File: src/isoio_regs.vh
`ifndef ISOIO_REGS_VH
`define ISOIO_REGS_VH

// word indices of the 32-bit words on the register bus
`define ISOIO_OFS_ID       4'h0
`define ISOIO_OFS_CTRL     4'h1
`define ISOIO_OFS_IN       4'h2
`define ISOIO_OFS_OUT      4'h3
`define ISOIO_ADDR_W       4

// control word fields (bits 15..8)
`define ISOIO_CTRL_FAULT_N  15
`define ISOIO_CTRL_OUT_ON   14
`define ISOIO_CTRL_IN_ON    13
`define ISOIO_CTRL_DLY_LSB  8
`define ISOIO_CTRL_RESET    8'h00

// arbitrary identity value, not tied to any part
`define ISOIO_ID_VALUE     16'h5a5a

// debounce times in ns and their cycle counts at 8 ns
`define ISOIO_CLK_NS       8
`define ISOIO_DLY1_NS      256000
`define ISOIO_DLY1_CYC     21'd32000
// code 7 holds off 64 times the base, so the counter needs 21 bits
`define ISOIO_DLY_CNT_W    21

`endif

File: src/isoio_latch.v
`default_nettype none

// 32-bit byte-enabled storage word, registered read data
module isoio_latch (
    input  wire        i_clk,
    input  wire        i_rst,
    input  wire [3:0]  i_be,
    input  wire [31:0] i_d,
    output wire [31:0] o_q
);
    reg [31:0] q_ff;
    integer    b;

    always @(posedge i_clk or posedge i_rst) begin
        if (i_rst) begin
            q_ff <= 32'h0000_0000;
        end else begin
            for (b = 0; b < 4; b = b + 1) begin
                if (i_be[b]) begin
                    q_ff[b*8 +: 8] <= i_d[b*8 +: 8];
                end
            end
        end
    end

    assign o_q = q_ff;
endmodule

`default_nettype wire

File: src/isoio_dbnc.v
`include "isoio_regs.vh"
`default_nettype none

// debounce hold-off timer; restart pulse loads the selected length
module isoio_dbnc (
    input  wire        i_clk,
    input  wire        i_rst,
    input  wire        i_start,
    input  wire [2:0]  i_sel,
    output wire        o_busy
);
    reg  [`ISOIO_DLY_CNT_W-1:0] cnt_ff;
    wire [`ISOIO_DLY_CNT_W-1:0] base = `ISOIO_DLY1_CYC;

    // 256 us doubled per step; code 0 means no hold-off
    function [`ISOIO_DLY_CNT_W-1:0] span;
        input [2:0] sel;
        begin
            if (sel == 3'h0) begin
                span = {`ISOIO_DLY_CNT_W{1'b0}};
            end else begin
                span = base << (sel - 3'h1);
            end
        end
    endfunction

    always @(posedge i_clk or posedge i_rst) begin
        if (i_rst) begin
            cnt_ff <= {`ISOIO_DLY_CNT_W{1'b0}};
        end else if (i_start) begin
            cnt_ff <= span(i_sel);
        end else if (cnt_ff != {`ISOIO_DLY_CNT_W{1'b0}}) begin
            cnt_ff <= cnt_ff - 1'b1;
        end
    end

    assign o_busy = (cnt_ff != {`ISOIO_DLY_CNT_W{1'b0}});
endmodule

`default_nettype wire

File: src/isoio_top.v
// Decided for this implementation: the Avalon-MM slave port and the placing of the registers.
`include "isoio_regs.vh"
`default_nettype none

module isoio_top (
    input  wire        i_clk,
    input  wire        i_rst,
    input  wire [3:0]  i_avs_address,
    input  wire        i_avs_read,
    input  wire        i_avs_write,
    input  wire [3:0]  i_avs_byteenable,
    input  wire [31:0] i_avs_writedata,
    output reg  [31:0] o_avs_readdata,
    output wire        o_avs_waitrequest,
    input  wire [31:0] i_field_in,
    output wire [31:0] o_field_out,
    output wire        o_fault_led,
    output wire        o_input_offline_n,
    output wire        o_output_offline_n
);
    localparam ST_IDLE = 2'd0;
    localparam ST_CAPT = 2'd1;
    localparam ST_DONE = 2'd2;

    reg  [1:0]  state_ff;
    reg  [1:0]  nxt_state;
    reg  [7:0]  ctrl_ff;
    reg  [31:0] input_capture_latch_ff;
    reg  [31:0] out_test_ff;
    reg  [31:0] nxt_rdata;
    reg  [7:0]  nxt_ctrl;
    reg  [31:0] nxt_input_capture_latch;
    reg  [31:0] nxt_out_test;
    reg  [31:0] field_out_ff;
    reg  [31:0] nxt_field_out;
    reg         fault_led_ff;
    reg         input_offline_n_ff;
    reg         output_offline_n_ff;

    // one word index compared against one port offset
    function addr_hit;
        input [3:0] addr;
        input [3:0] ofs;
        begin
            addr_hit = (addr == ofs);
        end
    endfunction

    wire [31:0] in_test_q;
    wire [31:0] output_hold_register;
    wire        dbnc_busy;
    wire        req = i_avs_read | i_avs_write;
    wire        sel_ctrl = addr_hit(i_avs_address, `ISOIO_OFS_CTRL);
    wire        sel_in = addr_hit(i_avs_address, `ISOIO_OFS_IN);
    wire        sel_out = addr_hit(i_avs_address, `ISOIO_OFS_OUT);
    wire        rd_in = i_avs_read && sel_in;
    wire        rd_out = i_avs_read && sel_out;
    wire        wr_hit = i_avs_write && (state_ff == ST_IDLE);
    wire        wr_ctrl = wr_hit && sel_ctrl && i_avs_byteenable[1];
    wire        wr_in = wr_hit && sel_in;
    wire        wr_out = wr_hit && sel_out;
    wire [3:0]  be_in_test = wr_in ? i_avs_byteenable : 4'h0;
    wire [3:0]  be_out_hold = wr_out ? i_avs_byteenable : 4'h0;
    wire        capt_go = (state_ff == ST_CAPT) && rd_in;
    wire        out_go = (state_ff == ST_CAPT) && rd_out;
    wire        fresh = capt_go && !dbnc_busy;
    wire        in_on = ctrl_ff[`ISOIO_CTRL_IN_ON - 8];
    wire [2:0]  dly_sel = ctrl_ff[2:0];

    // expand the four byte enables into a bit mask
    function [31:0] bmask;
        input [3:0] be;
        begin
            bmask = {{8{be[3]}}, {8{be[2]}}, {8{be[1]}}, {8{be[0]}}};
        end
    endfunction

    // three-phase handshake: idle, capture, answer
    always @* begin
        nxt_state = state_ff;
        case (state_ff)
            ST_IDLE: begin
                if (req) begin
                    nxt_state = ST_CAPT;
                end
            end
            ST_CAPT: begin
                nxt_state = ST_DONE;
            end
            ST_DONE: begin
                nxt_state = ST_IDLE;
            end
            default: begin
                nxt_state = ST_IDLE;
            end
        endcase
    end

    always @(posedge i_clk or posedge i_rst) begin
        if (i_rst) begin
            state_ff <= ST_IDLE;
        end else begin
            state_ff <= nxt_state;
        end
    end

    // answer lands in ST_DONE, entered on the same edge that loads the latch
    assign o_avs_waitrequest = req && (state_ff != ST_DONE);

    // control byte; low byte of the word reads zero
    always @(posedge i_clk or posedge i_rst) begin
        if (i_rst) begin
            ctrl_ff <= `ISOIO_CTRL_RESET;
        end else begin
            ctrl_ff <= nxt_ctrl;
        end
    end

    always @* begin
        nxt_ctrl = ctrl_ff;
        if (wr_ctrl) begin
            nxt_ctrl = i_avs_writedata[15:8];
        end
    end

    // status pins straight from flops, loaded with the control byte
    always @(posedge i_clk or posedge i_rst) begin
        if (i_rst) begin
            fault_led_ff <= 1'b1;
            input_offline_n_ff <= 1'b0;
            output_offline_n_ff <= 1'b0;
        end else begin
            fault_led_ff <= ~nxt_ctrl[`ISOIO_CTRL_FAULT_N - 8];
            input_offline_n_ff <= nxt_ctrl[`ISOIO_CTRL_IN_ON - 8];
            output_offline_n_ff <= nxt_ctrl[`ISOIO_CTRL_OUT_ON - 8];
        end
    end

    // input test registers at the input port address
    isoio_latch u_in_test (
        .i_clk (i_clk),
        .i_rst (i_rst),
        .i_be  (be_in_test),
        .i_d   (i_avs_writedata),
        .o_q   (in_test_q)
    );

    // output hold registers at the output port address
    isoio_latch u_out_hold (
        .i_clk (i_clk),
        .i_rst (i_rst),
        .i_be  (be_out_hold),
        .i_d   (i_avs_writedata),
        .o_q   (output_hold_register)
    );

    isoio_dbnc u_dbnc (
        .i_clk   (i_clk),
        .i_rst   (i_rst),
        .i_start (fresh && in_on),
        .i_sel   (dly_sel),
        .o_busy  (dbnc_busy)
    );

    // test data bypass the hold-off so a test write shows whenever the input is offline
    always @* begin
        nxt_input_capture_latch = input_capture_latch_ff;
        if (capt_go) begin
            if (!in_on) begin
                nxt_input_capture_latch = in_test_q;
            end else if (!dbnc_busy) begin
                nxt_input_capture_latch = i_field_in;
            end
        end
    end

    always @(posedge i_clk or posedge i_rst) begin
        if (i_rst) begin
            input_capture_latch_ff <= 32'h0000_0000;
        end else begin
            input_capture_latch_ff <= nxt_input_capture_latch;
        end
    end

    always @* begin
        nxt_out_test = out_test_ff;
        if (out_go) begin
            nxt_out_test = output_hold_register;
        end
    end

    always @(posedge i_clk or posedge i_rst) begin
        if (i_rst) begin
            out_test_ff <= 32'h0000_0000;
        end else begin
            out_test_ff <= nxt_out_test;
        end
    end

    // outputs follow the hold word on the same edge, forced off while offline
    always @* begin
        nxt_field_out = output_hold_register;
        if (wr_out) begin
            nxt_field_out = (output_hold_register & ~bmask(i_avs_byteenable))
                          | (i_avs_writedata & bmask(i_avs_byteenable));
        end
        if (!nxt_ctrl[`ISOIO_CTRL_OUT_ON - 8]) begin
            nxt_field_out = 32'h0000_0000;
        end
    end

    always @(posedge i_clk or posedge i_rst) begin
        if (i_rst) begin
            field_out_ff <= 32'h0000_0000;
        end else begin
            field_out_ff <= nxt_field_out;
        end
    end

    // read mux; unselected byte lanes return zero
    always @* begin
        nxt_rdata = 32'h0000_0000;
        case (i_avs_address)
            `ISOIO_OFS_ID: begin
                nxt_rdata = {`ISOIO_ID_VALUE, 16'h0000};
            end
            `ISOIO_OFS_CTRL: begin
                nxt_rdata = {16'h0000, ctrl_ff, 8'h00};
            end
            `ISOIO_OFS_IN: begin
                // the word being latched now, so a read returns its own capture
                nxt_rdata = nxt_input_capture_latch;
            end
            `ISOIO_OFS_OUT: begin
                nxt_rdata = nxt_out_test;
            end
            default: begin
                nxt_rdata = 32'h0000_0000;
            end
        endcase
        nxt_rdata = nxt_rdata & bmask(i_avs_byteenable);
    end

    always @(posedge i_clk or posedge i_rst) begin
        if (i_rst) begin
            o_avs_readdata <= 32'h0000_0000;
        end else if ((state_ff == ST_CAPT) && i_avs_read) begin
            o_avs_readdata <= nxt_rdata;
        end
    end

    assign o_field_out = field_out_ff;
    assign o_fault_led = fault_led_ff;
    assign o_input_offline_n = input_offline_n_ff;
    assign o_output_offline_n = output_offline_n_ff;
endmodule

`default_nettype wire

File: config.mk
export PLATFORM = sky130hd
export DESIGN_NAME = isoio_top
export DESIGN_NICKNAME = d
export VERILOG_FILES = /design/src/isoio_latch.v /design/src/isoio_dbnc.v /design/src/isoio_top.v
export VERILOG_INCLUDE_DIRS = /design/src
export SDC_FILE = /design/constraint.sdc
export NUM_CORES = 1
export LEC_CHECK = 0
export BUFFER_PORTS_ARGS = -buffer_cell sky130_fd_sc_hd__buf_4
export CORE_MARGIN = 2
export CORE_UTILIZATION = 40
export CTS_CLUSTER_DIAMETER = 80
export DETAILED_ROUTE_END_ITERATION = 8
export GPL_TIMING_DRIVEN = 0
export PLACE_DENSITY_LB_ADDON = 0.2
export SLEW_MARGIN = 20
export SYNTH_ARGS = -nofsm -noshare
export SYNTH_HDL_FRONTEND = slang
export SYNTH_SLANG_ARGS = --single-unit
File: constraint.sdc
create_clock -name i_clk -period 11.7 [get_ports i_clk]
set_clock_uncertainty 0.15 [all_clocks]
set_input_delay 2.34 -clock i_clk [delete_from_list [all_inputs] [get_ports i_clk]]
set_output_delay 2.34 -clock i_clk [all_outputs]
set_load 0.005 [all_outputs]
* Yosys cells after proc, flatten, opt, wreduce, memory -nomap -nowiden
Index checks and enable logic that the tools add are counted.
** Operators by class
- Muxes and demuxes :: 15
- Shift operators :: 1
- Add/subtract/negate cells :: 2
- Bitwise logic cells :: 7
- Reduce and logical (&&, ||, !) cells :: 19
- Equality and inequality tests :: 6
** Operator list (count)
- two-way mux 32 bit :: 6
- case mux 32 bit (4 select lines) :: 1
- bitwise AND 32 bit :: 3
- two-way mux 21 bit :: 3
- inverter 32 bit :: 1
- bitwise OR 32 bit :: 1
- nonzero test 21 bit :: 1
- left shift 15 x 3 -> 21 bit, first input constant :: 1
- subtractor 21 x 1 -> 21 bit, second input constant :: 1
- logical AND 1 bit :: 13
- equality test 4 x 2 -> 1 bit, second input constant :: 2
- two-way mux 4 bit :: 2
- two-way mux 8 bit :: 1
- equality test 4 x 1 -> 1 bit, second input constant :: 1
- logical NOT 4 bit :: 1
- inequality test 2 bit, second input constant :: 2
- case mux 2 bit (2 select lines) :: 1
- logical NOT 3 bit :: 1
- subtractor 3 x 1 -> 3 bit, second input constant :: 1
- equality test 2 x 1 -> 1 bit, second input constant :: 1
- logical NOT 2 bit :: 1
- two-way mux 2 bit :: 1
- nonzero test 2 bit :: 1
- logical NOT 1 bit :: 1
- other kinds (2) :: 2
** Word-level totals
- Output and inout bits :: 68
- Register bits after elaboration :: 226
- Word-level logic and storage cells :: 69
- Input port bits :: 76

* Logic depth before layout (Yosys ltp)
- Depth after elaboration :: 6
- Gate-level depth with buffers :: 9
- Gate-level depth less buffers :: 8

* By module
Synthesis repeated with hierarchy kept, for this count alone.
** Second synthesis, totals
- Cell total of the unflattened synthesis :: 849
- Area total of the unflattened synthesis :: 9867.0 µm²
** By module, submodules not included
- isoio_top :: seq. area each 2879.0 µm², cells each 545, area an instance 5698.0 µm², instances 1
- isoio_latch :: seq. area each 800.8 µm², cells each 69, area an instance 1330.0 µm², instances 2
- isoio_dbnc :: seq. area each 525.5 µm², cells each 166, area an instance 1508.9 µm², instances 1

* Worst setup path before layout
No wires, ideal clock.
- Kind :: input to output
- From :: in i_avs_read
- To :: out o_avs_waitrequest
- Data required time :: 9.210 ns
- Cell stages on the path :: 2
- Path buffers :: 0
- Arrival time :: 2.511 ns
- Setup slack :: 6.699 ns
- Cell sequence :: nor2_1 a21oi_1
** Between the ends
- Longest elaborated chain between the ends :: 2
** RTL lines
- start, declared :: line isoio_top.v:9 : input wire i_avs_read,
- bitwise OR 1 bit :: line isoio_top.v:52 : wire req = i_avs_read | i_avs_write;
- logical AND 1 bit :: line isoio_top.v:108 : assign o_avs_waitrequest = req && (state_ff != ST_DONE);
- end, declared :: line isoio_top.v:14 : output wire o_avs_waitrequest,
No other way between the ends.

* Worst setup path after layout
Ends and elaborated chain as after synthesis.

==> results.md <==
* Status: finished, final reports clean
* Vias in the first global route at 7599
* Synth-to-layout area growth at 24.7%
* Total global routing overflow at 0
* Fmax at about 190 MHz
* Reg clk slew, reported paths at 0.06 ns
* H-tree Lvls at 1
* Fin crit share at 46.0%
* I/O pin count at roughly 140
* Sum Neg Setup Slack at 0 ns
* Synth Area per Inst at 11.5 µm²
* Worst Path Required at 9.21 ns
* Final setup margin at 6.32 ns
* VDD IR-drop max at roughly 0.00011 V
* Max-Slew Margin vs Limit at between 40 and 50%
* Iter 0 DRT Violations at 520
* Synth top area cells: dfrtp_1, mux2_2, o22ai_1
* PD cells at 182 nW/µm²
* Minimum clock period at 5.38 ns
* Largest net degree at the start of global routing at 104
* Critical Path Fanout Max at 4
* Max cap viols at 0
* Clock latency on the worst-skew pair at 0.53 ns
* Die X at 158 µm
* Number of synthesized flops with an enable pin at 0
* Inserted Clock Buffers at 24
* Hold Buf Count CTS at 0
* First-pass GRT wire length at approximately 44 mm
* Critical Path AT at 2.89 ns
* Synth warn at 0
* Detailed Route WL at 28.7 mm
* Residual DRC at 0
* Post_cts resized at 0
* Worst hold path class: reg -> reg
* CTS root buf: clkbuf_16
* Sequential share of the synthesized area at 54.6%
* Critical path cell sequence: buf_4, nor2_1, a21oi_1, buf_4
* Clock sinks at 208
* Cell Area, Synth at 9540 µm²
* Die Y at 158 µm
* Top_reg_cell synth: dfrtp_1
* Detail Placement HPWL at 20.2 mm
* RSZ-0062 raised after global routing: false
* Post-synth cell types at between 60 and 70
* Dpl ws at 6.34 ns
* Startpoint Class: input pin
* Post-synth top area share at 54.3%
* Crit-path slowest cell: a21oi_1
* Final Net Count at around 1100
* Crit end category: primary output
* Core region area at 23500 µm²
* Antenna diode count at 0
* GRT Util Overall at 23.2%
* Vias/cell at 5.62
* Critical path class: in -> out
* Async SR Flop Fraction at 100%
* Port-buffer cells at between 100 and 150
* Clk buf depth at 3
* Cell accounting for the most synthesized area: dfrtp_1
* Leak at 5.57 nW
* CP dominant cell by count: buf_4
* Antenna Violating Nets Remaining at 0
* Number of synthesized register bits at 208
* Drt pass-1 iters at 5
* Die Area at 25100 µm²
* # setup viols final at 0
* Worst Tran Pin Value at 0.835 ns
* Final Max Slew Viols at 0
* Initial Util at 40.7%
* Row cnt at 56
* CTS tree: built
* Wire length per cell at 21.5 µm
* Final hold violations at 0
* Initial antenna violation count at 1
* Routability cong. at 0.878
* Net count after synthesis at about 920
* # fillers at 2168
* Post-CTS setup buffers at 0
* Share of cells above drive strength 1 at 29.7%
* Slowest stage delay, CP at 0.22 ns
* Vias at approximately 7500
* Cell count after synthesis at 831
[layer usage]
layer / global-route usage, % / part of all wire [%]
met5: 0 / 0
met4: 7.94 / 3.3
met3: 4.03 / 5.8
met2: 37.0 / 47
met1: 32.1 / 44
[report_power, final]
part	switching (W)	internal (W)	leakage (nW)	total, W
registers	0.0000988	0.000855	2.78	0.000954
logic	0.000213	0.000200	2.38	0.000413
clock network	0.000300	0.000503	0.411	0.000803
total	0.000611	0.00156	5.57	0.00217
[metrics by stage]
step	power, W	cells	utilization [%]	hold WS, ns	cell area [µm²]
CTS	0.00218	1334	50.7	0.304	11900
global placement	0.00136	1290	46.8	0.295	11000
finish	0.00217	1334	50.7	0.303	11900
detailed placement	0.00138	1292	47.1	0.296	11100
global route	0.00227	1334	50.7	0.338	11900
floorplan	0.00120	831	-	0.261	9540
[critical path, delay by kind of cell]
family / cells / cell delay [ns]
simple gates: 1 / 0.06
buf+inv: 2 / 0.27
compound gates: 1 / 0.22
[kinds of logic after synthesis]
group | Yosys count | synth area share [%]
AOI/OAI and AO/OA | 214 | 14.2
and+or+nand+nor | 210 | 12.8
DFF | 208 | 54.6
muxes | 116 | 13.3
buffers and inverters | 61 | 2.78
xor gates and xnor gates | 14 | 1.28
adders and majority gates | 8 | 1.05
[cells in the mapped netlist (all sizes together), types with 2 or more instances]
cell type	number
a221oi	8
nand2	56
mux2i	29
a221o	7
or4	3
a21oi	49
and4	4
nor4	3
o21a	8
a41oi	3
a22o	3
o22ai	59
o31ai	9
o211a	2
nand4	10
a22oi	18
nor3	18
ha	8
or3	5
nand2b	4
xor2	8
buf	25
and3	8
dfrtp	207
or3b	2
a32oi	5
xnor2	6
nor2	34
o21ai	41
and2	34
nor4b	4
nand3	16
mux2	87
inv	14
clkbuf	22
[cell usage in the layout (no fill, tap or decap), types with 6 or more instances in the layout]
cell       instances
nor3_1            16
nand4_1            9
and2_1            34
clkbuf_8           6
buf_4            142
mux2i_1           29
xor2_1             8
a221oi_1           8
o31ai_1            9
buf_2             17
and3_1             8
inv_1             13
a21oi_1           49
clkbuf_16         24
nand2_1           51
mux2_2            82
nand3_1           15
clkbuf_1          29
o21ai_0           37
a22oi_1           18
a221o_1            7
ha_1               8
nor2_1            30
o22ai_1           59
xnor2_1            6
dfrtp_1          207
o21a_1             8
[sequential cells by signal (all words and copies together) (netlist names)]
name / count
input_capture_latch_ff: 32
o_avs_readdata: 32
o_field_out: 32
u_in_test.o_q: 32
u_out_hold.o_q: 32
u_dbnc.cnt_ff: 21
out_test_ff: 16
ctrl_ff: 8
state_ff: 2
o_fault_led: 1
[final timing paths]
kind	cells after the start	slack, ns	end	startpoint
min	1	0.30	o_fault_led	ctrl_ff[7]
max reg2reg	7	8.81	input_capture_latch_ff[4]	ctrl_ff[5]
min in group asynchronous	2	1.54	o_field_out[12]	i_rst
min reg2reg	1	0.30	o_fault_led	ctrl_ff[7]
max in group asynchronous	4	8.62	u_out_hold.o_q[6]	i_rst
max	4	6.32	o_avs_waitrequest	i_avs_read
[cell type report]
type / count / area (µm²) / share of cell area (%)
well taps: 319 / 399 / 3.35
flip-flops and latches: 208 / 5210 / 43.7
inverters: 14 / 60.1 / 0.505
plain buffers: 47 / 213 / 1.79
clock inverters: 5 / 136 / 1.15
multi-input cells: 562 / 4070 / 34.2
clock buffers: 37 / 709 / 5.96
repair buffers: 142 / 1110 / 9.29
(Power assumes the default switching activity.)
